===== src/hw/scsr_cfg.svh =====
// Constants for the constant store and recall command block
`ifndef SCSR_CFG_SVH
`define SCSR_CFG_SVH
`define SCSR_WORD_W 32
`define SCSR_FRAC_W 16
`define SCSR_REG_COUNT 100
`define SCSR_IDX_W 7
`define SCSR_MAX_IDX_WIDE 7'h63
`define SCSR_MAX_IDX_NARROW 7'h31
`define SCSR_RESET_WORD 32'h0000_0000
`endif


===== src/hw/scsr_pkg.sv =====
// Types for the constant store and recall command block
`include "scsr_cfg.svh"
package scsr_pkg;
  typedef logic [`SCSR_WORD_W-1:0] scsr_word_type;
  typedef logic [`SCSR_IDX_W-1:0] scsr_idx_type;
  typedef enum logic [1:0] {
    SCSR_CMD_NONE,
    SCSR_CMD_RECALL,
    SCSR_CMD_STORE
  } scsr_cmd_type;
  typedef enum {
    SCSR_IDLE,
    SCSR_DONE
  } scsr_state_type;
endpackage : scsr_pkg


===== src/hw/scsr_core.sv =====
// Constant store and recall command execution against the calculator stack
`timescale 1ns/1ps
`include "scsr_cfg.svh"
module scsr_core (
  // Clock and reset
  input wire logic core_clk,
  input wire logic rst,
  // Build straps
  input wire logic late_build,
  input wire logic extended_memory_option,
  // Command request
  input wire logic cmd_valid,
  input wire scsr_pkg::scsr_cmd_type cmd,
  input wire scsr_pkg::scsr_word_type top_entry,
  input wire scsr_pkg::scsr_word_type second_entry,
  input wire logic second_is_wfm_addr,
  input wire scsr_pkg::scsr_word_type waveform_number,
  // Stack update answer
  output logic done,
  output logic error,
  output logic pop_top,
  output logic push_valid,
  output scsr_pkg::scsr_word_type push_value,
  output logic replace_top_valid,
  output scsr_pkg::scsr_word_type replace_top_value
);
  import scsr_pkg::*;

  scsr_word_type const_mem [`SCSR_REG_COUNT];
  scsr_state_type state;
  scsr_state_type next_state;
  logic next_done, next_error, next_pop, next_push, next_replace;
  scsr_word_type next_push_value, next_replace_value;
  logic wr_en;
  scsr_idx_type wr_idx;
  scsr_word_type wr_data;

  // Signed fixed point, round half away from zero; -0.4 rounds to 0 and stays legal
  function automatic logic [`SCSR_WORD_W-1:0] round_index(input scsr_word_type v);
    logic [`SCSR_WORD_W-1:0] mag;
    logic [`SCSR_WORD_W-1:0] r;
    mag = v[`SCSR_WORD_W-1] ? (~v + 32'h1) : v;
    r = (mag + (32'h1 << (`SCSR_FRAC_W - 1))) >> `SCSR_FRAC_W;
    round_index = (v[`SCSR_WORD_W-1] && r != 32'h0) ? 32'hffff_ffff : r;
  endfunction : round_index

  logic [`SCSR_WORD_W-1:0] rnd;
  scsr_idx_type idx;
  scsr_idx_type store_max;
  logic recall_ok, store_ok;
  assign rnd = round_index(top_entry);
  assign idx = rnd[`SCSR_IDX_W-1:0];
  assign store_max = (late_build || extended_memory_option) ? `SCSR_MAX_IDX_WIDE : `SCSR_MAX_IDX_NARROW;
  assign recall_ok = rnd <= {25'h0, `SCSR_MAX_IDX_WIDE};
  assign store_ok = rnd <= {25'h0, store_max};

  always_comb begin
    next_state = SCSR_IDLE;
    next_done = 1'b0;
    next_error = 1'b0;
    next_pop = 1'b0;
    next_push = 1'b0;
    next_replace = 1'b0;
    next_push_value = push_value;
    next_replace_value = replace_top_value;
    wr_en = 1'b0;
    wr_idx = idx;
    wr_data = second_entry;
    case (state)
      SCSR_IDLE: begin
        if (cmd_valid && cmd == SCSR_CMD_RECALL) begin
          next_state = SCSR_DONE;
          next_done = 1'b1;
          if (!recall_ok) begin
            next_error = 1'b1;
          end else begin
            next_pop = 1'b1;
            next_push = 1'b1;
            next_push_value = const_mem[idx];
          end
        end else if (cmd_valid && cmd == SCSR_CMD_STORE) begin
          next_state = SCSR_DONE;
          next_done = 1'b1;
          if (!store_ok) begin
            next_error = 1'b1;
          end else begin
            wr_en = 1'b1;
            next_pop = 1'b1;
            if (second_is_wfm_addr) begin
              next_replace = 1'b1;
              next_replace_value = waveform_number;
            end
          end
        end
      end
      // The answer cycle takes no new request, which keeps the stack owner time to settle
      SCSR_DONE: next_state = SCSR_IDLE;
      default: next_state = SCSR_IDLE;
    endcase
  end

  always_ff @(posedge core_clk or posedge rst) begin
    if (rst) begin
      state <= SCSR_IDLE;
      done <= 1'b0;
      error <= 1'b0;
      pop_top <= 1'b0;
      push_valid <= 1'b0;
      push_value <= `SCSR_RESET_WORD;
      replace_top_valid <= 1'b0;
      replace_top_value <= `SCSR_RESET_WORD;
    end else begin
      state <= next_state;
      done <= next_done;
      error <= next_error;
      pop_top <= next_pop;
      push_valid <= next_push;
      push_value <= next_push_value;
      replace_top_valid <= next_replace;
      replace_top_value <= next_replace_value;
    end
  end

  // Constant registers are not reset, like battery-backed storage
  always_ff @(posedge core_clk) begin
    if (wr_en) begin
      const_mem[wr_idx] <= wr_data;
    end
  end

  a_err_no_stack: assert property (@(posedge core_clk) disable iff (rst)
    error |-> !pop_top && !push_valid && !replace_top_valid)
    else $error("error with stack change");
  a_err_with_done: assert property (@(posedge core_clk) disable iff (rst)
    error |-> done)
    else $error("error without done");
  a_reject_no_write: assert property (@(posedge core_clk) disable iff (rst)
    (state == SCSR_IDLE && cmd_valid && cmd == SCSR_CMD_STORE && !store_ok
     && rnd <= {25'h0, `SCSR_MAX_IDX_WIDE}) |=> const_mem[$past(idx)] == $past(const_mem[idx]))
    else $error("refused store changed a register");
  a_recall_popush: assert property (@(posedge core_clk) disable iff (rst)
    (state == SCSR_IDLE && cmd_valid && cmd == SCSR_CMD_RECALL && recall_ok) |=> pop_top && push_valid && done)
    else $error("recall did not pop and push");
  a_done_pulse: assert property (@(posedge core_clk) disable iff (rst)
    done |=> !done)
    else $error("done held longer than one cycle");
  // no answer without a taken request
  a_no_stray_done: assert property (@(posedge core_clk) disable iff (rst)
    !(state == SCSR_IDLE && cmd_valid && cmd != SCSR_CMD_NONE) |=> !done)
    else $error("done without a taken request");
  a_recall_value: assert property (@(posedge core_clk) disable iff (rst)
    (state == SCSR_IDLE && cmd_valid && cmd == SCSR_CMD_RECALL && recall_ok && !wr_en)
    |=> push_value == $past(const_mem[idx])) else $error("recall value wrong");
  // recall never rewrites the new top
  a_recall_no_replace: assert property (@(posedge core_clk) disable iff (rst)
    (state == SCSR_IDLE && cmd_valid && cmd == SCSR_CMD_RECALL) |=> !replace_top_valid)
    else $error("recall replaced the top entry");
  a_push_hold: assert property (@(posedge core_clk) disable iff (rst)
    !push_valid |-> push_value == $past(push_value))
    else $error("recalled value moved");
  a_store_pop: assert property (@(posedge core_clk) disable iff (rst)
    (state == SCSR_IDLE && cmd_valid && cmd == SCSR_CMD_STORE && store_ok) |=> pop_top && !push_valid)
    else $error("store did not pop");
  a_store_write: assert property (@(posedge core_clk) disable iff (rst)
    wr_en |=> const_mem[$past(wr_idx)] == $past(second_entry))
    else $error("store write lost");
  a_store_wfm: assert property (@(posedge core_clk) disable iff (rst)
    (wr_en && second_is_wfm_addr) |=> replace_top_valid && replace_top_value == $past(waveform_number))
    else $error("waveform number missing");
  // new top written only in the same cycle as a pop
  a_replace_after_pop: assert property (@(posedge core_clk) disable iff (rst)
    replace_top_valid |-> pop_top && !push_valid && !error)
    else $error("top replaced without a pop");
  a_narrow_range: assert property (@(posedge core_clk) disable iff (rst)
    (state == SCSR_IDLE && cmd_valid && cmd == SCSR_CMD_STORE && !late_build && !extended_memory_option
     && rnd > {25'h0, `SCSR_MAX_IDX_NARROW}) |=> error && done) else $error("narrow range not enforced");
  // narrow build takes up to 49
  a_narrow_accept: assert property (@(posedge core_clk) disable iff (rst)
    (state == SCSR_IDLE && cmd_valid && cmd == SCSR_CMD_STORE && !late_build
     && rnd <= {25'h0, `SCSR_MAX_IDX_NARROW}) |=> !error && pop_top)
    else $error("narrow range refused a legal index");
  // late build takes up to 99
  a_wide_range: assert property (@(posedge core_clk) disable iff (rst)
    (state == SCSR_IDLE && cmd_valid && cmd == SCSR_CMD_STORE && late_build && rnd <= {25'h0, `SCSR_MAX_IDX_WIDE})
    |=> !error ##1 !done) else $error("wide range rejected");
  a_recall_range: assert property (@(posedge core_clk) disable iff (rst)
    (state == SCSR_IDLE && cmd_valid && cmd == SCSR_CMD_RECALL && rnd > {25'h0, `SCSR_MAX_IDX_WIDE}) |=> error)
    else $error("recall range not enforced");

  // Main scenarios
  c_recall: cover property (@(posedge core_clk) disable iff (rst) push_valid);
  c_store: cover property (@(posedge core_clk) disable iff (rst) pop_top && !push_valid && !replace_top_valid);
  c_store_wfm: cover property (@(posedge core_clk) disable iff (rst) replace_top_valid);
  c_reject: cover property (@(posedge core_clk) disable iff (rst) error);
  // A request in the answer cycle is dropped without a sign
  c_busy_request: cover property (@(posedge core_clk) disable iff (rst) state == SCSR_DONE && cmd_valid);
endmodule : scsr_core


===== config.mk =====
export PLATFORM = sky130hd
export DESIGN_NAME = scsr_core
export DESIGN_NICKNAME = d
export VERILOG_FILES = /design/src/hw/scsr_pkg.sv /design/src/hw/scsr_core.sv
export VERILOG_INCLUDE_DIRS = /design/src /design/src/hw
export SDC_FILE = /design/constraint.sdc
export NUM_CORES = 2
export LEC_CHECK = 0
export ABC_CLOCK_PERIOD_IN_PS = 4500
export BUFFER_PORTS_ARGS = -buffer_cell sky130_fd_sc_hd__buf_2
export CAP_MARGIN = 10
export CORE_MARGIN = 2
export CORE_UTILIZATION = 40
export CTS_BUF_LIST = sky130_fd_sc_hd__clkbuf_4
export CTS_CLUSTER_DIAMETER = 150
export DETAILED_ROUTE_END_ITERATION = 6
export GPL_ROUTABILITY_DRIVEN = 1
export PLACE_DENSITY = 0.6
export SETUP_SLACK_MARGIN = 0.05
export SYNTH_ARGS = -nofsm -noshare
export SYNTH_HDL_FRONTEND = slang
export SYNTH_SLANG_ARGS = --single-unit

===== constraint.sdc =====
create_clock -name core_clk -period 4.5 [get_ports core_clk]
set_input_delay 0.9 -clock core_clk [delete_from_list [all_inputs] [get_ports core_clk]]
set_output_delay 0.9 -clock core_clk [all_outputs]
set_load 0.02 [all_outputs]

After elaboration in Yosys (flattened, before gate mapping)
Memory sizes are Yosys's and may differ from the RTL's. A register that Yosys moved wholly into a read port is not among the register bits.
Cells that the tools add are included.
Widths: inputs -> output; s select.
{"block": "word_totals", "ff_bits": 69, "elab_cells": 54, "input_bits": 104, "output_inout_bits": 69, "n_memories": 1, "ramBits": 3200}
{"block": "op_classes", "n_lt_le_gt_ge": 2, "mux": 30, "n_eq_ne": 2, "bitwise": 2, "n_reduce_logical": 8, "n_addsub": 2}
{"memory": "const_mem", "depth": 100, "word_bits": 32, "rd": 1, "rd_ports_with_merged_regs": 1, "write_ports": 1, "line_no": "scsr_core.sv:29", "source": "scsr_word_type const_mem [`SCSR_REG_COUNT];"}
{"operator": "$mux 32", "n": 3}
{"operator": "$add 32x1->32 const B", "n": 1}
{"operator": "$add 32x16->32 const B", "n": 1}
{"operator": "$le 32x7->1", "n": 1}
{"operator": "$le 32x7->1 const B", "n": 1}
{"operator": "$logic_not 32->1", "n": 1}
{"operator": "$not 32->32", "n": 1}
{"operator": "$reduce_bool 32->1", "n": 1}
{"operator": "$mux 1", "n": 26}
{"operator": "$mux 7", "n": 1}
{"operator": "$reduce_and 5->1", "n": 1}
{"operator": "$logic_and 1x1->1", "n": 3}
{"operator": "$reduce_and 3->1", "n": 1}
{"operator": "$eq 2x1->1 const B", "n": 1}
{"operator": "$eq 2x2->1 const B", "n": 1}
{"operator": "$logic_or 1x1->1", "n": 1}
{"operator": "$not 1->1", "n": 1}

Longest topological paths before layout
{"block": "depth", "ltp_word": 14, "ltp_mapped": 26}

Worst setup path before layout
OpenSTA, ideal clock, no wires.
{"block": "synth_timing", "path_type": "input-to-reg", "from": "input top_entry[31]", "to": "memory const_mem[42][0] in the netlist's numbering (enable)", "stages": 26, "path_slack_ns": -5.467, "setup_time_ns": 0.501, "required_ns": 3.999, "arrival_time_ns": 9.465, "cell_sequence": "clkbuf_1 clkbuf_1 clkbuf_1 clkbuf_1 o21ai_0 xnor2_1 ha_1 and3b_1 nand3_1 mux2_2 nand2_1 a211oi_1 xor2_1 or4_1 o31a_1 buf_2 clkbuf_1 nor2_1 inv_1 ha_1 nand2_1 a2111o_1 a2111oi_4 nand2_1 clkbuf_1 nor4_1"}
{"block": "synth_via", "elab_chain_len": 14}
{"item": "from (decl)", "line_no": "scsr_core.sv:14", "source": "input wire scsr_pkg::scsr_word_type top_entry,"}
{"item": "$not 32->32", "line_no": "scsr_core.sv:42", "source": "mag = v[`SCSR_WORD_W-1] ? (~v + 32'h1) : v;"}
{"item": "$add 32x1->32", "line_no": "scsr_core.sv:42"}
{"item": "$mux 32", "line_no": "scsr_core.sv:42"}
{"item": "$add 32x16->32", "line_no": "scsr_core.sv:43", "source": "r = (mag + (32'h1 << (`SCSR_FRAC_W - 1))) >> `SCSR_FRAC_W;"}
{"item": "$reduce_bool 32->1", "line_no": "scsr_core.sv:44", "source": "round_index = (v[`SCSR_WORD_W-1] && r != 32'h0) ? 32'hffff_ffff : r;"}
{"item": "$logic_and 1x1->1", "line_no": "scsr_core.sv:44"}
{"item": "$mux 32 (*)", "line_no": "scsr_core.sv:44"}
{"item": "$le 32x7->1", "line_no": "scsr_core.sv:55", "source": "assign store_ok = rnd <= {25'h0, store_max};"}
{"item": "$mux 1", "line_no": "scsr_core.sv:84", "source": "if (!store_ok) begin"}
{"item": "$mux 1", "line_no": "scsr_core.sv:81", "source": "end else if (cmd_valid && cmd == SCSR_CMD_STORE) begin"}
{"item": "$mux 1", "line_no": "scsr_core.sv:71", "source": "if (cmd_valid && cmd == SCSR_CMD_RECALL) begin"}
{"item": "$mux 1", "line_no": "scsr_core.sv:69", "source": "case (state)"}
{"item": "$mux 1", "line_no": "scsr_core.sv:126", "source": "if (wr_en) begin"}
{"item": "$mux 1 (not written as such)", "line_no": "scsr_core.sv:127", "source": "const_mem[wr_idx] <= wr_data;"}
{"item": "to (decl)", "line_no": "scsr_core.sv:29"}
Mark *: on every way between the ends. The rest lies on a longest branch, timed or not.

Final worst setup path
{"block": "layout_timing", "from": "input top_entry[0]", "to": "memory const_mem[9][20] in the netlist's numbering (enable)"}
{"block": "layout_via", "elab_chain_len": 14}
{"item": "$not 32->32", "line_no": "scsr_core.sv:42"}
{"item": "$add 32x1->32", "line_no": "scsr_core.sv:42"}
{"item": "$mux 32 (*)", "line_no": "scsr_core.sv:42"}
{"item": "$add 32x16->32 (*)", "line_no": "scsr_core.sv:43"}
{"item": "$reduce_bool 32->1", "line_no": "scsr_core.sv:44"}
{"item": "$logic_and 1x1->1", "line_no": "scsr_core.sv:44"}
{"item": "$mux 32 (*)", "line_no": "scsr_core.sv:44"}
{"item": "$le 32x7->1", "line_no": "scsr_core.sv:55"}
{"item": "$mux 1", "line_no": "scsr_core.sv:84"}
{"item": "$mux 1", "line_no": "scsr_core.sv:81"}
{"item": "$mux 1", "line_no": "scsr_core.sv:71"}
{"item": "$mux 1", "line_no": "scsr_core.sv:69"}
{"item": "$mux 1", "line_no": "scsr_core.sv:126"}
{"item": "$mux 1 (not written as such)", "line_no": "scsr_core.sv:127"}
Marked as above.

==> results.cfg <==
[power_and_ir_drop]
ir_worst_vdd_v = 0.000269
total_power_mw = 67.2
powerDensity_nw_per_um2 = 426
p_leak_nw = 54.8

[clocking]
clock_latency_ns = 1.64
clk_path_buf_depth = 4
clk_pin_slew_worst_paths_ns = 0.06
numCtsBuffers = 805
cts_tree = yes
cts_max_level = 6
cts_root_buf = clkbuf_4
clock_sinks = 3269

[placed_design]
dpl.hpwl_mm = 273
io_buffers = 172
routabilityCongestion = 0.995
dp_cells = 12400
place_ws_ns = -2.51

[synthesis]
ys_warn_count = 0
yosysTopAreaCell = edfxtp_1
synth-async-reset-ratio = 0.0211
ys_dominant_reg_cell = edfxtp_1
synth-edff-count = 3200
avgSynthCellArea_sq_um = 17.1
ys_seq_elements = 3269
yosysSeqAreaShare = 0.784
syn-num-nets = 7384
syn-cell-area_sq_um = 125000
synth_top_area_share = 0.770
post_synth_inst_count = 7277
synth_area_leaders = edfxtp_1 77%, mux2_2 4.0%, mux2i_1 2.9%
synth_cell_types = 74

[floorplanning]
fp-row-count = 205
start_util = 0.401
core_sq_um = 311000
die-area_sq_um = 316000
die_y_um = 563
fp.dieW_um = 563
io_pins = 173

[cells_and_area]
drive_gt1_frac = 0.356
num-fill-cells = 25600
fin_nets = 9472
areaGrowthSynthToFinish_pct = 26.5
final_cells = 14100

[flow_run]
maxCapViolCount = 0

[setup_path]
cpPeakStageDelay_ns = 0.44
cp-end-kind = flip-flop
crit_arrival_ns = 6.40
required_ns = 5.69
reg2reg_slack_ns = 1.31
rr_endpoint = push_value[25]
r2r_cells = 9
critPathLaunchType = input pin
slowest_stage = a2111o_1
cp_num_buf_inv = 9
critPathTopFamily = compound AO/OA/AOI/OAI gates
cp_common_cell = buf_12
critPathMaxFanout = 8
worstSetupStartpoint = top_entry[0]
r2r_start = const_mem[85][25]
setup.worst_path.class = in -> reg

[sta]
rsz0062_at_grt = true
period_minus_slack_ns = 5.20
fin_ws_ns = -0.703
maxClockFrequency_ghz = 0.192
post-route-period-util = 1.16
tightest_slew_ns = 1.31
hold_violations = 0
relSlewSlack = 0.125
setup_viol = 3264
tns_ns = -1694.42
drv_slew = 0
final.setup_skew_ns = 0.165

[drt]
vias = 82600
wl_mm = 440
dr.pass1.iters = 7
ant_nets = 0
drcViolationCount = 7
drt-wirelength-per-cell_um = 31.2
drt_iter0_drc = 13500
post_drt_via_cell_ratio = 5.86

[grt]
grt_pass1_vias = 79300
grt_max_degree = 122
grt_pass1_wl_mm = 599
grt_overflow_total = 0
antenna_found_initial = 39
grt_usage = 0.268

[min_path]
hp-class = in -> reg
hold_depth = 2
hp-start = second_entry[18]
hold_end = const_mem[5][18]

[outcome]
violations = DRC, setup timing
status = complete, but fails checks
registers in the layout (all words and copies together) (netlist names):
signal,cells
push_valid,1
push_value,32
replace_top_valid,1
state,1
const_mem,3200
replace_top_value,32
error,1
pop_top,1
cells by family (layout without fill, tap and decap cells):
kind of cell / after synthesis / after routing / share of synthesized area
xor gates and xnor gates: 24 / 24 / 0.00168
AOI/OAI and AO/OA: 1780 / 1780 / 0.0965
adders and majority gates: 3 / 3 / 0.000301
and+or+nand+nor: 877 / 877 / 0.0308
buffers and inverters: 486 / 3146 / 0.0149
DFF: 3269 / 3269 / 0.784
other: 0 / 23 / 0
muxes: 838 / 838 / 0.0720
where the power goes:
group / leakage (nW) / total (mW) / internal [mW] / switching, mW
registers: 29.7 / 33.4 / 33.4 / 0.00769
logic: 19.2 / 9.44 / 3.55 / 5.89
clock network: 5.91 / 24.3 / 12.2 / 12.2
synth_stat cells, drive strengths merged, types with 9 or more instances:
| master | n |
|---|---|
| nor3 | 70 |
| inv | 10 |
| xor2 | 12 |
| o22a | 30 |
| o22ai | 72 |
| o41ai | 22 |
| mux2 | 473 |
| o31ai | 9 |
| a22oi | 345 |
| nand3 | 36 |
| a222oi | 44 |
| buf | 120 |
| nor4 | 84 |
| clkbuf | 356 |
| a21o | 34 |
| a221oi | 306 |
| mux2i | 365 |
| a21oi | 338 |
| edfxtp | 3200 |
| nor2 | 113 |
| xnor2 | 12 |
| nand2b | 13 |
| o211ai | 18 |
| o21ai | 442 |
| o221ai | 57 |
| dfrtp | 69 |
| nand2 | 509 |
| a31oi | 9 |
| a211oi | 13 |
worst register-to-register path: stages, from the launching register on:
cell      delay [ns]
edfxtp_1        0.37
mux2_2          0.30
a22oi_1         0.21
o221ai_1        0.19
a21oi_1         0.18
o21ai_0         0.29
o41ai_1         0.90
buf_4           0.26
nand3_1         0.16
o22a_1          0.20
worst max-delay path by stage:
stage,endpoint,slack [ns],cells after the start
6_report,const_mem[9][20],-0.70,29
5_1_grt,const_mem[60][13],-0.83,29
4_1_cts,const_mem[42][4],-0.58,30
3_5_place_dp,push_value[30],-2.51,25
3_3_place_gp,push_value[30],-2.51,25
2_1_floorplan,const_mem[15][0],-3.19,26
repair_timing:
action / CTS / global route
hold buffers: 103 / 0
setup buffers: 64 / 72
endpoints found under the hold margin: 1148 / 0
resized for setup: 114 / 116
setup endpoints to repair: 3264 / 3267
pin swaps: 26 / 33
gates cloned: 35 / 38
cell type report:
class	instances	area, sq um	share of cell area
diodes	23	57.6	0.000365
clock buffers	1159	8700	0.0551
clock inverters	220	1310	0.00830
inverters	10	38.8	0.000246
multi-input cells	3522	27000	0.171
flip-flops and latches	3269	97800	0.620
well taps	4140	5180	0.0328
repair buffers	1757	17800	0.112
stage by stage:
stage | cell area [sq um] | util | hold slack (ns)
floorplan | 126000 | - | 0.615
global placement | 143000 | 0.460 | 0.469
detailed placement | 143000 | 0.460 | 0.476
CTS | 156000 | 0.502 | 0.00270
global route | 158000 | 0.507 | 0.0381
finish | 158000 | 0.507 | 0.106
layer usage:
| metal | global-route usage | up-vias | wire length (um) |
|---|---|---|---|
| met4 | 0.121 | 14 | 22600 |
| met1 | 0.365 | 41800 | 165000 |
| li1 | - | 34300 | - |
| met2 | 0.408 | 5633 | 198000 |
| met3 | 0.0641 | 932 | 54000 |
| met5 | 0 | - | 107 |
placed cells by master (no fill, tap or decap), drive strengths merged, types with 30 or more instances in the layout:
cell         count
edfxtp        3200
buf           1621
clkbuf        1189
nand2          509
mux2           473
o21ai          442
mux2i          365
a22oi          345
a21oi          338
a221oi         306
clkinv         182
nor2           113
dlygate4sd3    103
nor4            84
o22ai           72
nor3            70
dfrtp           69
o221ai          57
a222oi          44
nand3           36
a21o            34
inv             33
o22a            30
Power figures use the tool's default switching activity.
